File: src/psos_pkg.sv
package psos_pkg;

  // Register indices; the byte address on the bus is four times the index.
  localparam logic [5:0]  IDX_AFE4     = 6'h13;
  localparam logic [5:0]  IDX_ERRCNT   = 6'h15;
  localparam logic [5:0]  IDX_OVR      = 6'h16;
  localparam logic [5:0]  IDX_STS      = 6'h17;
  localparam logic [5:0]  IDX_INT_STS  = 6'h1E;
  localparam logic [5:0]  IDX_INT_MSK  = 6'h1F;
  localparam logic [5:0]  IDX_NONE     = 6'h00;

  localparam int unsigned AFE4_AMP_BIT = 4;
  localparam logic [15:0] AFE4_RST     = 16'h0000;

  localparam logic [15:0] ERRCNT_RST   = 16'h0000;
  localparam logic [15:0] ERRCNT_MAX   = 16'hFFFF;

  localparam int unsigned OVR_WAKE_BIT = 15;
  localparam int unsigned OVR_RSVD_RO  = 10;
  localparam int unsigned OVR_BCAST    = 9;
  localparam int unsigned OVR_B2B      = 6;
  localparam int unsigned OVR_NAND     = 5;
  localparam int unsigned OVR_RMII     = 1;
  localparam logic [15:0] OVR_RST      = 16'h0002;
  localparam logic [15:0] OVR_WMASK    = 16'hFBFF;

  localparam int unsigned STS_ADDR_LSB = 13;
  localparam int unsigned STS_RMII_BIT = 1;

  localparam int unsigned INT_W        = 2;
  localparam int unsigned INT_ERR      = 0;
  localparam int unsigned INT_OVF      = 1;
  localparam logic [1:0]  INT_RST      = 2'h0;

  localparam logic [1:0]  ADDR_LOW     = 2'h0;
  localparam logic [1:0]  ADDR_HIGH    = 2'h3;
  localparam logic [1:0]  STRAP_SETTLE = 2'h2;
  localparam logic [1:0]  WAKE_PIN_OFF = 2'h0;

endpackage

File: src/psos_strap_if.sv
interface psos_strap_if;
  logic       captured;
  logic       wake_en;
  logic [1:0] phy_addr;
  logic       rmii;

  modport producer
  (
    output captured,
    output wake_en,
    output phy_addr,
    output rmii
  );

  modport consumer
  (
    input captured,
    input wake_en,
    input phy_addr,
    input rmii
  );
endinterface

File: src/phy_strap_override_status_regs.sv
// Chosen here: the AHB-Lite register port.
module phy_strap_override_status_regs
(
  input  wire logic        hclk,
  input  wire logic        hresetn,
  input  wire logic        hsel,
  input  wire logic [31:0] haddr,
  input  wire logic [1:0]  htrans,
  input  wire logic        hwrite,
  input  wire logic [2:0]  hsize,
  input  wire logic [31:0] hwdata,
  input  wire logic        hready,
  output logic      [31:0] hrdata,
  output logic             hreadyout,
  output logic             hresp,
  input  wire logic        wake_enable_strap_pin,
  input  wire logic [1:0]  phy_addr_strap,
  input  wire logic        rmii_strap_pin,
  input  wire logic        rx_symbol_error,
  input  wire logic [1:0]  mmd_wake_pin_select,
  output logic             reduced_amplitude_ten_meg,
  output logic             power_wake_event_enable,
  output logic      [1:0]  wake_pin_function,
  output logic             broadcast_disable,
  output logic             rmii_back_to_back,
  output logic             nand_tree_mode,
  output logic             rmii_mode,
  output logic      [4:0]  phy_address,
  output logic             irq
);

  typedef struct packed {
    logic [15:0]                  afe4;
    logic [15:0]                  errcnt;
    logic [15:0]                  ovr;
    logic [psos_pkg::INT_W-1:0]   int_sts;
    logic [psos_pkg::INT_W-1:0]   int_msk;
    logic                         wr_pend;
    logic [5:0]                   wr_idx;
    logic [31:0]                  rdata;
  } psos_regs_t;

  psos_regs_t   q;
  psos_regs_t   d;
  psos_strap_if strap_bus ();

  logic         acc;
  logic         rd_acc;
  logic [5:0]   rd_idx;
  logic         rd_cnt;

  psos_strap_sampler u_sampler
  (
    .hclk                  (hclk),
    .hresetn               (hresetn),
    .wake_enable_strap_pin (wake_enable_strap_pin),
    .phy_addr_strap        (phy_addr_strap),
    .rmii_strap_pin        (rmii_strap_pin),
    .strap                 (strap_bus.producer)
  );

  // Unused upper address bits must be zero, so no register aliases.
  function automatic logic [5:0] reg_index(input logic [31:0] addr);
    logic [5:0] idx;
    idx = addr[7:2];
    if ((addr[31:8] != 24'h000000) || (addr[1:0] != 2'h0))
    begin
      idx = psos_pkg::IDX_NONE;
    end
    return idx;
  endfunction

  function automatic logic [31:0] read_word(input logic [5:0] idx,
                                            input psos_regs_t r,
                                            input logic [1:0] paddr,
                                            input logic prmii);
    logic [31:0] w;
    w = 32'h00000000;
    case (idx)
      psos_pkg::IDX_AFE4:    w[15:0] = r.afe4;
      psos_pkg::IDX_ERRCNT:  w[15:0] = r.errcnt;
      psos_pkg::IDX_OVR:     w[15:0] = r.ovr;
      psos_pkg::IDX_STS:
      begin
        w[psos_pkg::STS_ADDR_LSB+:2] = paddr;
        w[psos_pkg::STS_RMII_BIT]    = prmii;
      end
      psos_pkg::IDX_INT_STS: w[psos_pkg::INT_W-1:0] = r.int_sts;
      psos_pkg::IDX_INT_MSK: w[psos_pkg::INT_W-1:0] = r.int_msk;
      default:               w = 32'h00000000;
    endcase
    return w;
  endfunction

  assign acc    = hsel && htrans[1] && hready;
  assign rd_acc = acc && !hwrite;
  assign rd_idx = reg_index(haddr);
  assign rd_cnt = rd_acc && (rd_idx == psos_pkg::IDX_ERRCNT);

  // Read data is taken from the next state so that a read right behind a
  // write, or beside a counted frame, sees the newest value.
  always_comb
  begin
    d = q;
    d.wr_pend = acc && hwrite;
    d.wr_idx  = rd_idx;
    if (q.wr_pend)
    begin
      case (q.wr_idx)
        psos_pkg::IDX_AFE4:    d.afe4 = hwdata[15:0];
        psos_pkg::IDX_OVR:
        begin
          d.ovr = hwdata[15:0] & psos_pkg::OVR_WMASK;
        end
        psos_pkg::IDX_INT_STS:
        begin
          d.int_sts = q.int_sts & ~hwdata[psos_pkg::INT_W-1:0];
        end
        psos_pkg::IDX_INT_MSK:
        begin
          d.int_msk = hwdata[psos_pkg::INT_W-1:0];
        end
        default:
        begin
          d.afe4 = q.afe4;
        end
      endcase
    end
    if (strap_bus.captured)
    begin
      d.ovr[psos_pkg::OVR_WAKE_BIT] = strap_bus.wake_en;
    end
    // Status bits are set after the write-one clear, so an event wins.
    if (rx_symbol_error)
    begin
      d.errcnt = q.errcnt + 16'h0001;
      d.int_sts[psos_pkg::INT_ERR] = 1'b1;
      if (q.errcnt == psos_pkg::ERRCNT_MAX)
      begin
        d.int_sts[psos_pkg::INT_OVF] = 1'b1;
      end
    end
    if (rd_acc)
    begin
      d.rdata = read_word(rd_idx, d, strap_bus.phy_addr, strap_bus.rmii);
      if (rd_cnt)
      begin
        d.errcnt = psos_pkg::ERRCNT_RST;
      end
    end
  end

  always_ff @(posedge hclk or negedge hresetn)
  begin
    if (!hresetn)
    begin
      q         <= '0;
      q.afe4    <= psos_pkg::AFE4_RST;
      q.errcnt  <= psos_pkg::ERRCNT_RST;
      q.ovr     <= psos_pkg::OVR_RST;
      q.int_sts <= psos_pkg::INT_RST;
      q.int_msk <= psos_pkg::INT_RST;
    end
    else
    begin
      q <= d;
    end
  end

  assign hrdata                    = q.rdata;
  assign hreadyout                 = 1'b1;
  assign hresp                     = 1'b0;
  assign reduced_amplitude_ten_meg = q.afe4[psos_pkg::AFE4_AMP_BIT];
  assign power_wake_event_enable   = q.ovr[psos_pkg::OVR_WAKE_BIT];
  // The event pins keep their default function while wake is disabled.
  assign wake_pin_function         = q.ovr[psos_pkg::OVR_WAKE_BIT]
                                     ? mmd_wake_pin_select
                                     : psos_pkg::WAKE_PIN_OFF;
  assign broadcast_disable         = q.ovr[psos_pkg::OVR_BCAST];
  assign rmii_back_to_back         = q.ovr[psos_pkg::OVR_B2B];
  assign nand_tree_mode            = q.ovr[psos_pkg::OVR_NAND];
  assign rmii_mode                 = q.ovr[psos_pkg::OVR_RMII];
  assign phy_address               = {3'h0, strap_bus.phy_addr};
  assign irq                       = |(q.int_sts & q.int_msk);

  a_amp_set: assert property (@(posedge hclk) disable iff (!hresetn)
    q.wr_pend && (q.wr_idx == psos_pkg::IDX_AFE4)
    && hwdata[psos_pkg::AFE4_AMP_BIT] |=> reduced_amplitude_ten_meg)
    else $error("Reduced amplitude not selected after write of one.");

  a_amp_clear: assert property (@(posedge hclk) disable iff (!hresetn)
    q.wr_pend && (q.wr_idx == psos_pkg::IDX_AFE4)
    && !hwdata[psos_pkg::AFE4_AMP_BIT] |=> !reduced_amplitude_ten_meg)
    else $error("Standard amplitude not restored after write of zero.");

  a_cnt_counts: assert property (@(posedge hclk) disable iff (!hresetn)
    rx_symbol_error && !rd_cnt |=> q.errcnt == $past(q.errcnt) + 16'h0001)
    else $error("Symbol error frame was not counted.");

  a_cnt_read_clear: assert property
    (@(posedge hclk) disable iff (!hresetn)
    rd_cnt ##1 !rx_symbol_error |=> q.errcnt == 16'h0000)
    else $error("Counter did not clear after it was read.");

  a_cnt_read_value: assert property
    (@(posedge hclk) disable iff (!hresetn)
    rd_cnt && !rx_symbol_error |=> hrdata[15:0] == $past(q.errcnt))
    else $error("Counter read returned the wrong count.");

  a_wake_strap: assert property (@(posedge hclk) disable iff (!hresetn)
    strap_bus.captured |=> power_wake_event_enable == $past(strap_bus.wake_en))
    else $error("Wake enable did not take the strap value.");

  a_wake_gate: assert property (@(posedge hclk) disable iff (!hresetn)
    !power_wake_event_enable |-> wake_pin_function == psos_pkg::WAKE_PIN_OFF)
    else $error("Event pins changed function while wake disabled.");

  a_ovr_reserved: assert property
    (@(posedge hclk) disable iff (!hresetn)
    q.wr_pend && (q.wr_idx == psos_pkg::IDX_OVR) |=>
    !q.ovr[psos_pkg::OVR_RSVD_RO]
    && (q.ovr[14:11] == $past(hwdata[14:11]))
    && (q.ovr[8:7] == $past(hwdata[8:7]))
    && (q.ovr[4:2] == $past(hwdata[4:2])) && (q.ovr[0] == $past(hwdata[0])))
    else $error("Override reserved bits misbehave on write.");

  a_mode_bits: assert property (@(posedge hclk) disable iff (!hresetn)
    q.wr_pend && (q.wr_idx == psos_pkg::IDX_OVR) |=>
    (rmii_back_to_back == $past(hwdata[psos_pkg::OVR_B2B]))
    && (nand_tree_mode == $past(hwdata[psos_pkg::OVR_NAND]))
    && (broadcast_disable == $past(hwdata[psos_pkg::OVR_BCAST]))
    && (rmii_mode == $past(hwdata[psos_pkg::OVR_RMII])))
    else $error("Override mode outputs do not follow the write.");

  a_addr_legal: assert property (@(posedge hclk) disable iff (!hresetn)
    (phy_address == 5'h00) || (phy_address == 5'h03))
    else $error("Strapped address outside the supported pair.");

  a_status_stable: assert property
    (@(posedge hclk) disable iff (!hresetn)
    !strap_bus.captured |-> $stable(phy_address))
    else $error("Address status changed without a strap capture.");

  a_irq_event: assert property (@(posedge hclk) disable iff (!hresetn)
    rx_symbol_error && q.int_msk[psos_pkg::INT_ERR] |=> irq)
    else $error("Unmasked symbol error did not raise the interrupt.");

  a_sts_w1c: assert property (@(posedge hclk) disable iff (!hresetn)
    q.wr_pend && (q.wr_idx == psos_pkg::IDX_INT_STS)
    && hwdata[psos_pkg::INT_ERR] && !rx_symbol_error
    |=> !q.int_sts[psos_pkg::INT_ERR])
    else $error("Write of one did not clear the event status.");

  a_event_wins: assert property (@(posedge hclk) disable iff (!hresetn)
    rx_symbol_error |=> q.int_sts[psos_pkg::INT_ERR])
    else $error("Symbol error event did not set its status bit.");

  a_cnt_readonly: assert property
    (@(posedge hclk) disable iff (!hresetn)
    q.wr_pend && (q.wr_idx == psos_pkg::IDX_ERRCNT)
    && !rx_symbol_error && !rd_cnt |=> $stable(q.errcnt))
    else $error("Write changed the read-only symbol error count.");

  a_rsvd_zero: assert property (@(posedge hclk) disable iff (!hresetn)
    !q.ovr[psos_pkg::OVR_RSVD_RO])
    else $error("Read-only reserved override bit was set.");

  a_status_read: assert property
    (@(posedge hclk) disable iff (!hresetn)
    rd_acc && (rd_idx == psos_pkg::IDX_STS) |=>
    (hrdata[14:13] == $past(strap_bus.phy_addr))
    && (hrdata[1] == $past(strap_bus.rmii)))
    else $error("Strap status read returned the wrong value.");

  a_unmapped_zero: assert property (@(posedge hclk) disable iff (!hresetn)
    rd_acc && (rd_idx < psos_pkg::IDX_AFE4) |=> (hrdata == 32'h00000000))
    else $error("Unmapped register read returned nonzero data.");

  a_wake_select: assert property (@(posedge hclk) disable iff (!hresetn)
    power_wake_event_enable |-> wake_pin_function == mmd_wake_pin_select)
    else $error("Event pins ignore the selection while wake enabled.");

  a_afe_write: assert property (@(posedge hclk) disable iff (!hresetn)
    q.wr_pend && (q.wr_idx == psos_pkg::IDX_AFE4)
    |=> q.afe4 == $past(hwdata[15:0]))
    else $error("Control register did not take the written word.");

  a_rdata_stands: assert property (@(posedge hclk) disable iff (!hresetn)
    !rd_acc |=> $stable(hrdata))
    else $error("Read data changed without a read being taken.");

endmodule

File: src/psos_strap_sampler.sv
module psos_strap_sampler
(
  input  wire logic        hclk,
  input  wire logic        hresetn,
  input  wire logic        wake_enable_strap_pin,
  input  wire logic [1:0]  phy_addr_strap,
  input  wire logic        rmii_strap_pin,
  psos_strap_if.producer   strap
);

  typedef struct packed {
    logic [3:0] sync1;
    logic [3:0] sync2;
    logic [1:0] cnt;
    logic       done;
    logic       pulse;
    logic [3:0] val;
  } psos_samp_t;

  psos_samp_t q;
  psos_samp_t d;

  always_comb
  begin
    d = q;
    d.sync1 = {rmii_strap_pin, phy_addr_strap, wake_enable_strap_pin};
    d.sync2 = q.sync1;
    d.pulse = 1'b0;
    if (!q.done)
    begin
      // Sampled once, after the synchronisers have filled.
      if (q.cnt == psos_pkg::STRAP_SETTLE)
      begin
        d.done  = 1'b1;
        d.pulse = 1'b1;
        d.val   = q.sync2;
        // Only addresses 0h and 3h exist; a split strap falls back to 0h.
        d.val[2:1] = (q.sync2[2:1] == psos_pkg::ADDR_HIGH)
                     ? psos_pkg::ADDR_HIGH : psos_pkg::ADDR_LOW;
      end
      else
      begin
        d.cnt = q.cnt + 2'h1;
      end
    end
  end

  always_ff @(posedge hclk or negedge hresetn)
  begin
    if (!hresetn)
    begin
      q <= '0;
    end
    else
    begin
      q <= d;
    end
  end

  assign strap.captured = q.pulse;
  assign strap.wake_en  = q.val[0];
  assign strap.phy_addr = q.val[2:1];
  assign strap.rmii     = q.val[3];

  a_strap_hold: assert property (@(posedge hclk) disable iff (!hresetn)
    q.done |=> $stable(q.val))
    else $error("Latched strap values changed after capture.");

endmodule

File: config.mk
export PLATFORM = sky130hd
export DESIGN_NAME = phy_strap_override_status_regs
export DESIGN_NICKNAME = d
export VERILOG_FILES = /design/src/psos_pkg.sv /design/src/psos_strap_if.sv /design/src/phy_strap_override_status_regs.sv /design/src/psos_strap_sampler.sv
export SDC_FILE = /design/constraint.sdc
export NUM_CORES = 1
export LEC_CHECK = 0
export BUFFER_PORTS_ARGS = -buffer_cell sky130_fd_sc_hd__buf_2
export CAP_MARGIN = 25
export CORE_UTILIZATION = 58
export CTS_BUF_LIST = sky130_fd_sc_hd__clkbuf_4 sky130_fd_sc_hd__clkbuf_8
export CTS_CLUSTER_SIZE = 14
export DETAILED_ROUTE_END_ITERATION = 8
export PLACE_DENSITY = 0.88
export SLEW_MARGIN = 10
export SYNTH_ARGS = -nofsm -noshare
export SYNTH_HDL_FRONTEND = slang
export SYNTH_SLANG_ARGS = --single-unit
File: constraint.sdc
create_clock -name hclk -period 3.2 [get_ports hclk]
set_clock_uncertainty 0.2 [all_clocks]
set_input_delay 0.48 -clock hclk [delete_from_list [all_inputs] [get_ports hclk]]
set_output_delay 0.48 -clock hclk [all_outputs]
set_load 0.02 [all_outputs]
==> impl_metrics.tcl <==
set metrics [dict create \
    drc_errors 0 \
    maxCapViolCount 0 \
    syn_area_per_cell_um2 11.50 \
    hold_depth 1 \
    viasPerCell 5.872 \
    leakage_uw 0.002379 \
    insertion_delay_ns 0.36 \
    worst_pin_slew_ns 0.5940 \
    slowest_stage "and4b_1" \
    post-route-min-period_ns 2.413 \
    cts_num_sinks 90 \
    cts.htree.levels 3 \
    syn_inst 391 \
    peakVddDrop_v 0.0003660 \
    setup_viol 0 \
    fin_setup_tns_ns 0 \
    reg2reg_slack_ns 0.79 \
    rr_startpoint "q[37]" \
    crit_arrival_ns 2.43 \
    powerDensity_nw_per_um2 492.4 \
    mostFrequentLayoutCells "dfrtp_1 (89), buf_2 (86), mux2_2 (29)" \
    fp.dieArea_um2 8109 \
    p_switching_uw 685.8 \
    routedWlPerCell_um 16.93 \
    synth_cell_types 65 \
    crit_required_ns 3.22 \
    initialDrtViolationCount 226 \
    async_flop_share_pct 100.0 \
    final_common_cell "dfrtp_1" \
    synthFlopType "dfrtp_1" \
    multi_input_area_um2 1892 \
    rsz0062_at_grt "no" \
    routed_wl_um 9529 \
    p_seq_share_pct 51.7 \
    die_h_um 90.05 \
    end_kind "register" \
    drtPass1Iterations 5 \
    placementRows 31 \
    syn_area_um2 4497 \
    portBuffers 87 \
    grt_overflow 0 \
    root_buffer "clkbuf_8" \
    area_delta_synth_final_pct 12.16 \
    drive_above_1_share_pct 34.27 \
    min_from "phy_addr_strap[1]" \
    clkSlewWorstSetupHoldPaths_ns 0.10 \
    fmax_mhz 414.4 \
    cts_tree "done" \
    cts_setup_buffers 0 \
    worstSetupStartpointType "register" \
    io_pins 129 \
    ys_warn_count 0 \
    critPathMaxStageDelay_ns 0.48 \
    synth-seq-cells 90 \
    fillers 533 \
    initial_core_util_pct 61.02 \
    yosysSeqAreaShare_pct 50.11 \
    cts_buffers 9 \
    clkPwrFrac_pct 35.6 \
    cp_max_fo 18 \
    crit_type "register to register" \
    ctsResizeCount 0 \
    place_congestion 0.9013 \
    clk_path_buf_depth 2 \
    dr_total_vias 3306 \
    p_comb_share_pct 12.7 \
    internal_power_uw 1798 \
    final_antenna_net_count 0 \
    r2r_cells 5 \
    relSlewSlack_pct 60.40 \
    holdPathEnd "u_sampler.d[10]" \
    fin_crit_sh_pct 75.42 \
    grt_pass1_wl_um 15970 \
    antenna_found_initial 0 \
    finalHoldViolCount 0 \
    track_usage_pct 24.84 \
    r2r_end "hrdata[5]" \
    core_area_um2 7370 \
    regArea_um2 2253 \
    die_x_um 90.05 \
    crit_chain "and4b_1, nand2_2, mux2_2, a22oi_1, o211ai_1" \
    final_nets 542 \
    fin_hold_ws_ns 0.01812 \
    synth-edff-count 0 \
    grt_pass1_vias 3289 \
    worstHoldPathType "primary input to register" \
    status "complete, no violations" \
    dp.final_hpwl_um 6755 \
    grt_max_degree 61 \
    finalMaxSlewViolations 0 \
    swShare_pct 27.61 \
    diodes 0 \
]
==> stage by stage <==
stage / util [%] / setup slack, ns / area, um^2 / total power [uW] / std cells
finish: 68.44 / 0.7866 / 5044 / 2483 / 563
CTS: 68.44 / 0.8283 / 5044 / 2483 / 563
global route: 68.44 / 0.7004 / 5044 / 2569 / 563
global placement: 64.84 / 0.7276 / 4778 / 1590 / 545
detailed placement: 65.21 / 0.6738 / 4806 / 1611 / 546
floorplan: - / 1.169 / 4568 / 1501 / 410
==> registers in the layout, indices dropped and copies added, names as in the netlist, 4 cells and up <==
name and cells:
q 53, hrdata 16, u_sampler.q 7, u_sampler.d 4
==> final cells by class <==
class / instances / area share, %
sequential: 90 / 44.68
multi-input combinational: 253 / 37.51
inverter: 13 / 0.9675
timing repair buffer: 92 / 9.873
clock inverter: 6 / 1.910
clock buffer: 10 / 2.605
tap: 99 / 2.456
==> cells by family after synthesis <==
family                     synth area share (%)
and+or+nand+nor                           17.56
adders and majority gates                0.7790
xor gates and xnor gates                  3.311
other                                    0.1670
DFF                                       50.11
buffers and inverters                     9.404
AOI/OAI and AO/OA                         10.52
muxes                                     8.152
==> power groups by stage <==
| stage | sequential [uW] | combinational [uW] | clock, uW |
|---|---|---|---|
| after global placement | 1300 | 294 | 0 |
| after CTS | 1280 | 314 | 886 |
| final | 1280 | 315 | 884 |
| after detailed placement | 1300 | 310 | 0 |
| after floorplan | 1290 | 209 | 0 |
| after global routing | 1300 | 344 | 930 |
==> synthesized netlist by cell type (3+ instances only) <==
library cell | instances | share of area [%]
and2_1 | 10 | 1.4
nor3_1 | 4 | 0.45
nor2b_1 | 11 | 1.5
nor4_2 | 3 | 0.83
and4b_1 | 3 | 0.67
nand4_1 | 7 | 0.97
nand3_1 | 13 | 1.4
a41oi_1 | 3 | 0.58
and3_1 | 3 | 0.42
o21ai_0 | 7 | 0.78
and2b_1 | 4 | 0.67
o211ai_1 | 4 | 0.67
nor2_1 | 9 | 0.75
mux2i_1 | 4 | 0.89
mux2_2 | 29 | 7.3
or2_2 | 3 | 0.42
nor3b_2 | 3 | 0.83
a22oi_1 | 25 | 4.2
dfrtp_1 | 89 | 50
inv_1 | 13 | 1.1
nand2_1 | 10 | 0.83
xnor2_1 | 10 | 1.9
buf_4 | 42 | 7.0
nor4_1 | 8 | 1.1
clkbuf_1 | 5 | 0.42
buf_2 | 4 | 0.45
xor2_1 | 7 | 1.4
o21ai_1 | 9 | 1.0
==> how the worst max path moves through the flow <==
stage	startpoint	end	slack, ns	cells past startpoint
global route	q[37]	hrdata[5]	0.70	5
floorplan	haddr[9]	hrdata[3]	1.17	6
global placement	haddr[9]	hrdata[5]	0.73	6
detailed placement	haddr[26]	hrdata[11]	0.67	6
CTS	q[37]	hrdata[5]	0.83	5
finish	q[37]	hrdata[5]	0.79	5
==> routing by layer <==
| metal | global-route usage (%) | up-vias | wire (um) |
|---|---|---|---|
| met5 | 0 | - | 0 |
| met4 | 13.98 | 0 | 306 |
| met3 | 4.146 | 25 | 633 |
| met2 | 39.44 | 150 | 4499 |
| met1 | 32.45 | 1640 | 4090 |
| li1 | - | 1491 | - |
==> worst max-delay path, delay by kind of cell (launching register included) <==
kind	cells	cell delay, ns
AO/OA/AOI/OAI	2	0.42
flip-flops	1	0.38
multiplexers	1	0.40
AND/OR/NAND/NOR	2	0.86
==> what timing repair did <==
item | CTS | global route
setup endpoints to repair | 0 | 0
hold buffers | 1 | 0
hold endpoints to repair | 29 | 0
Note: power is estimated with default switching activity, not from simulation.
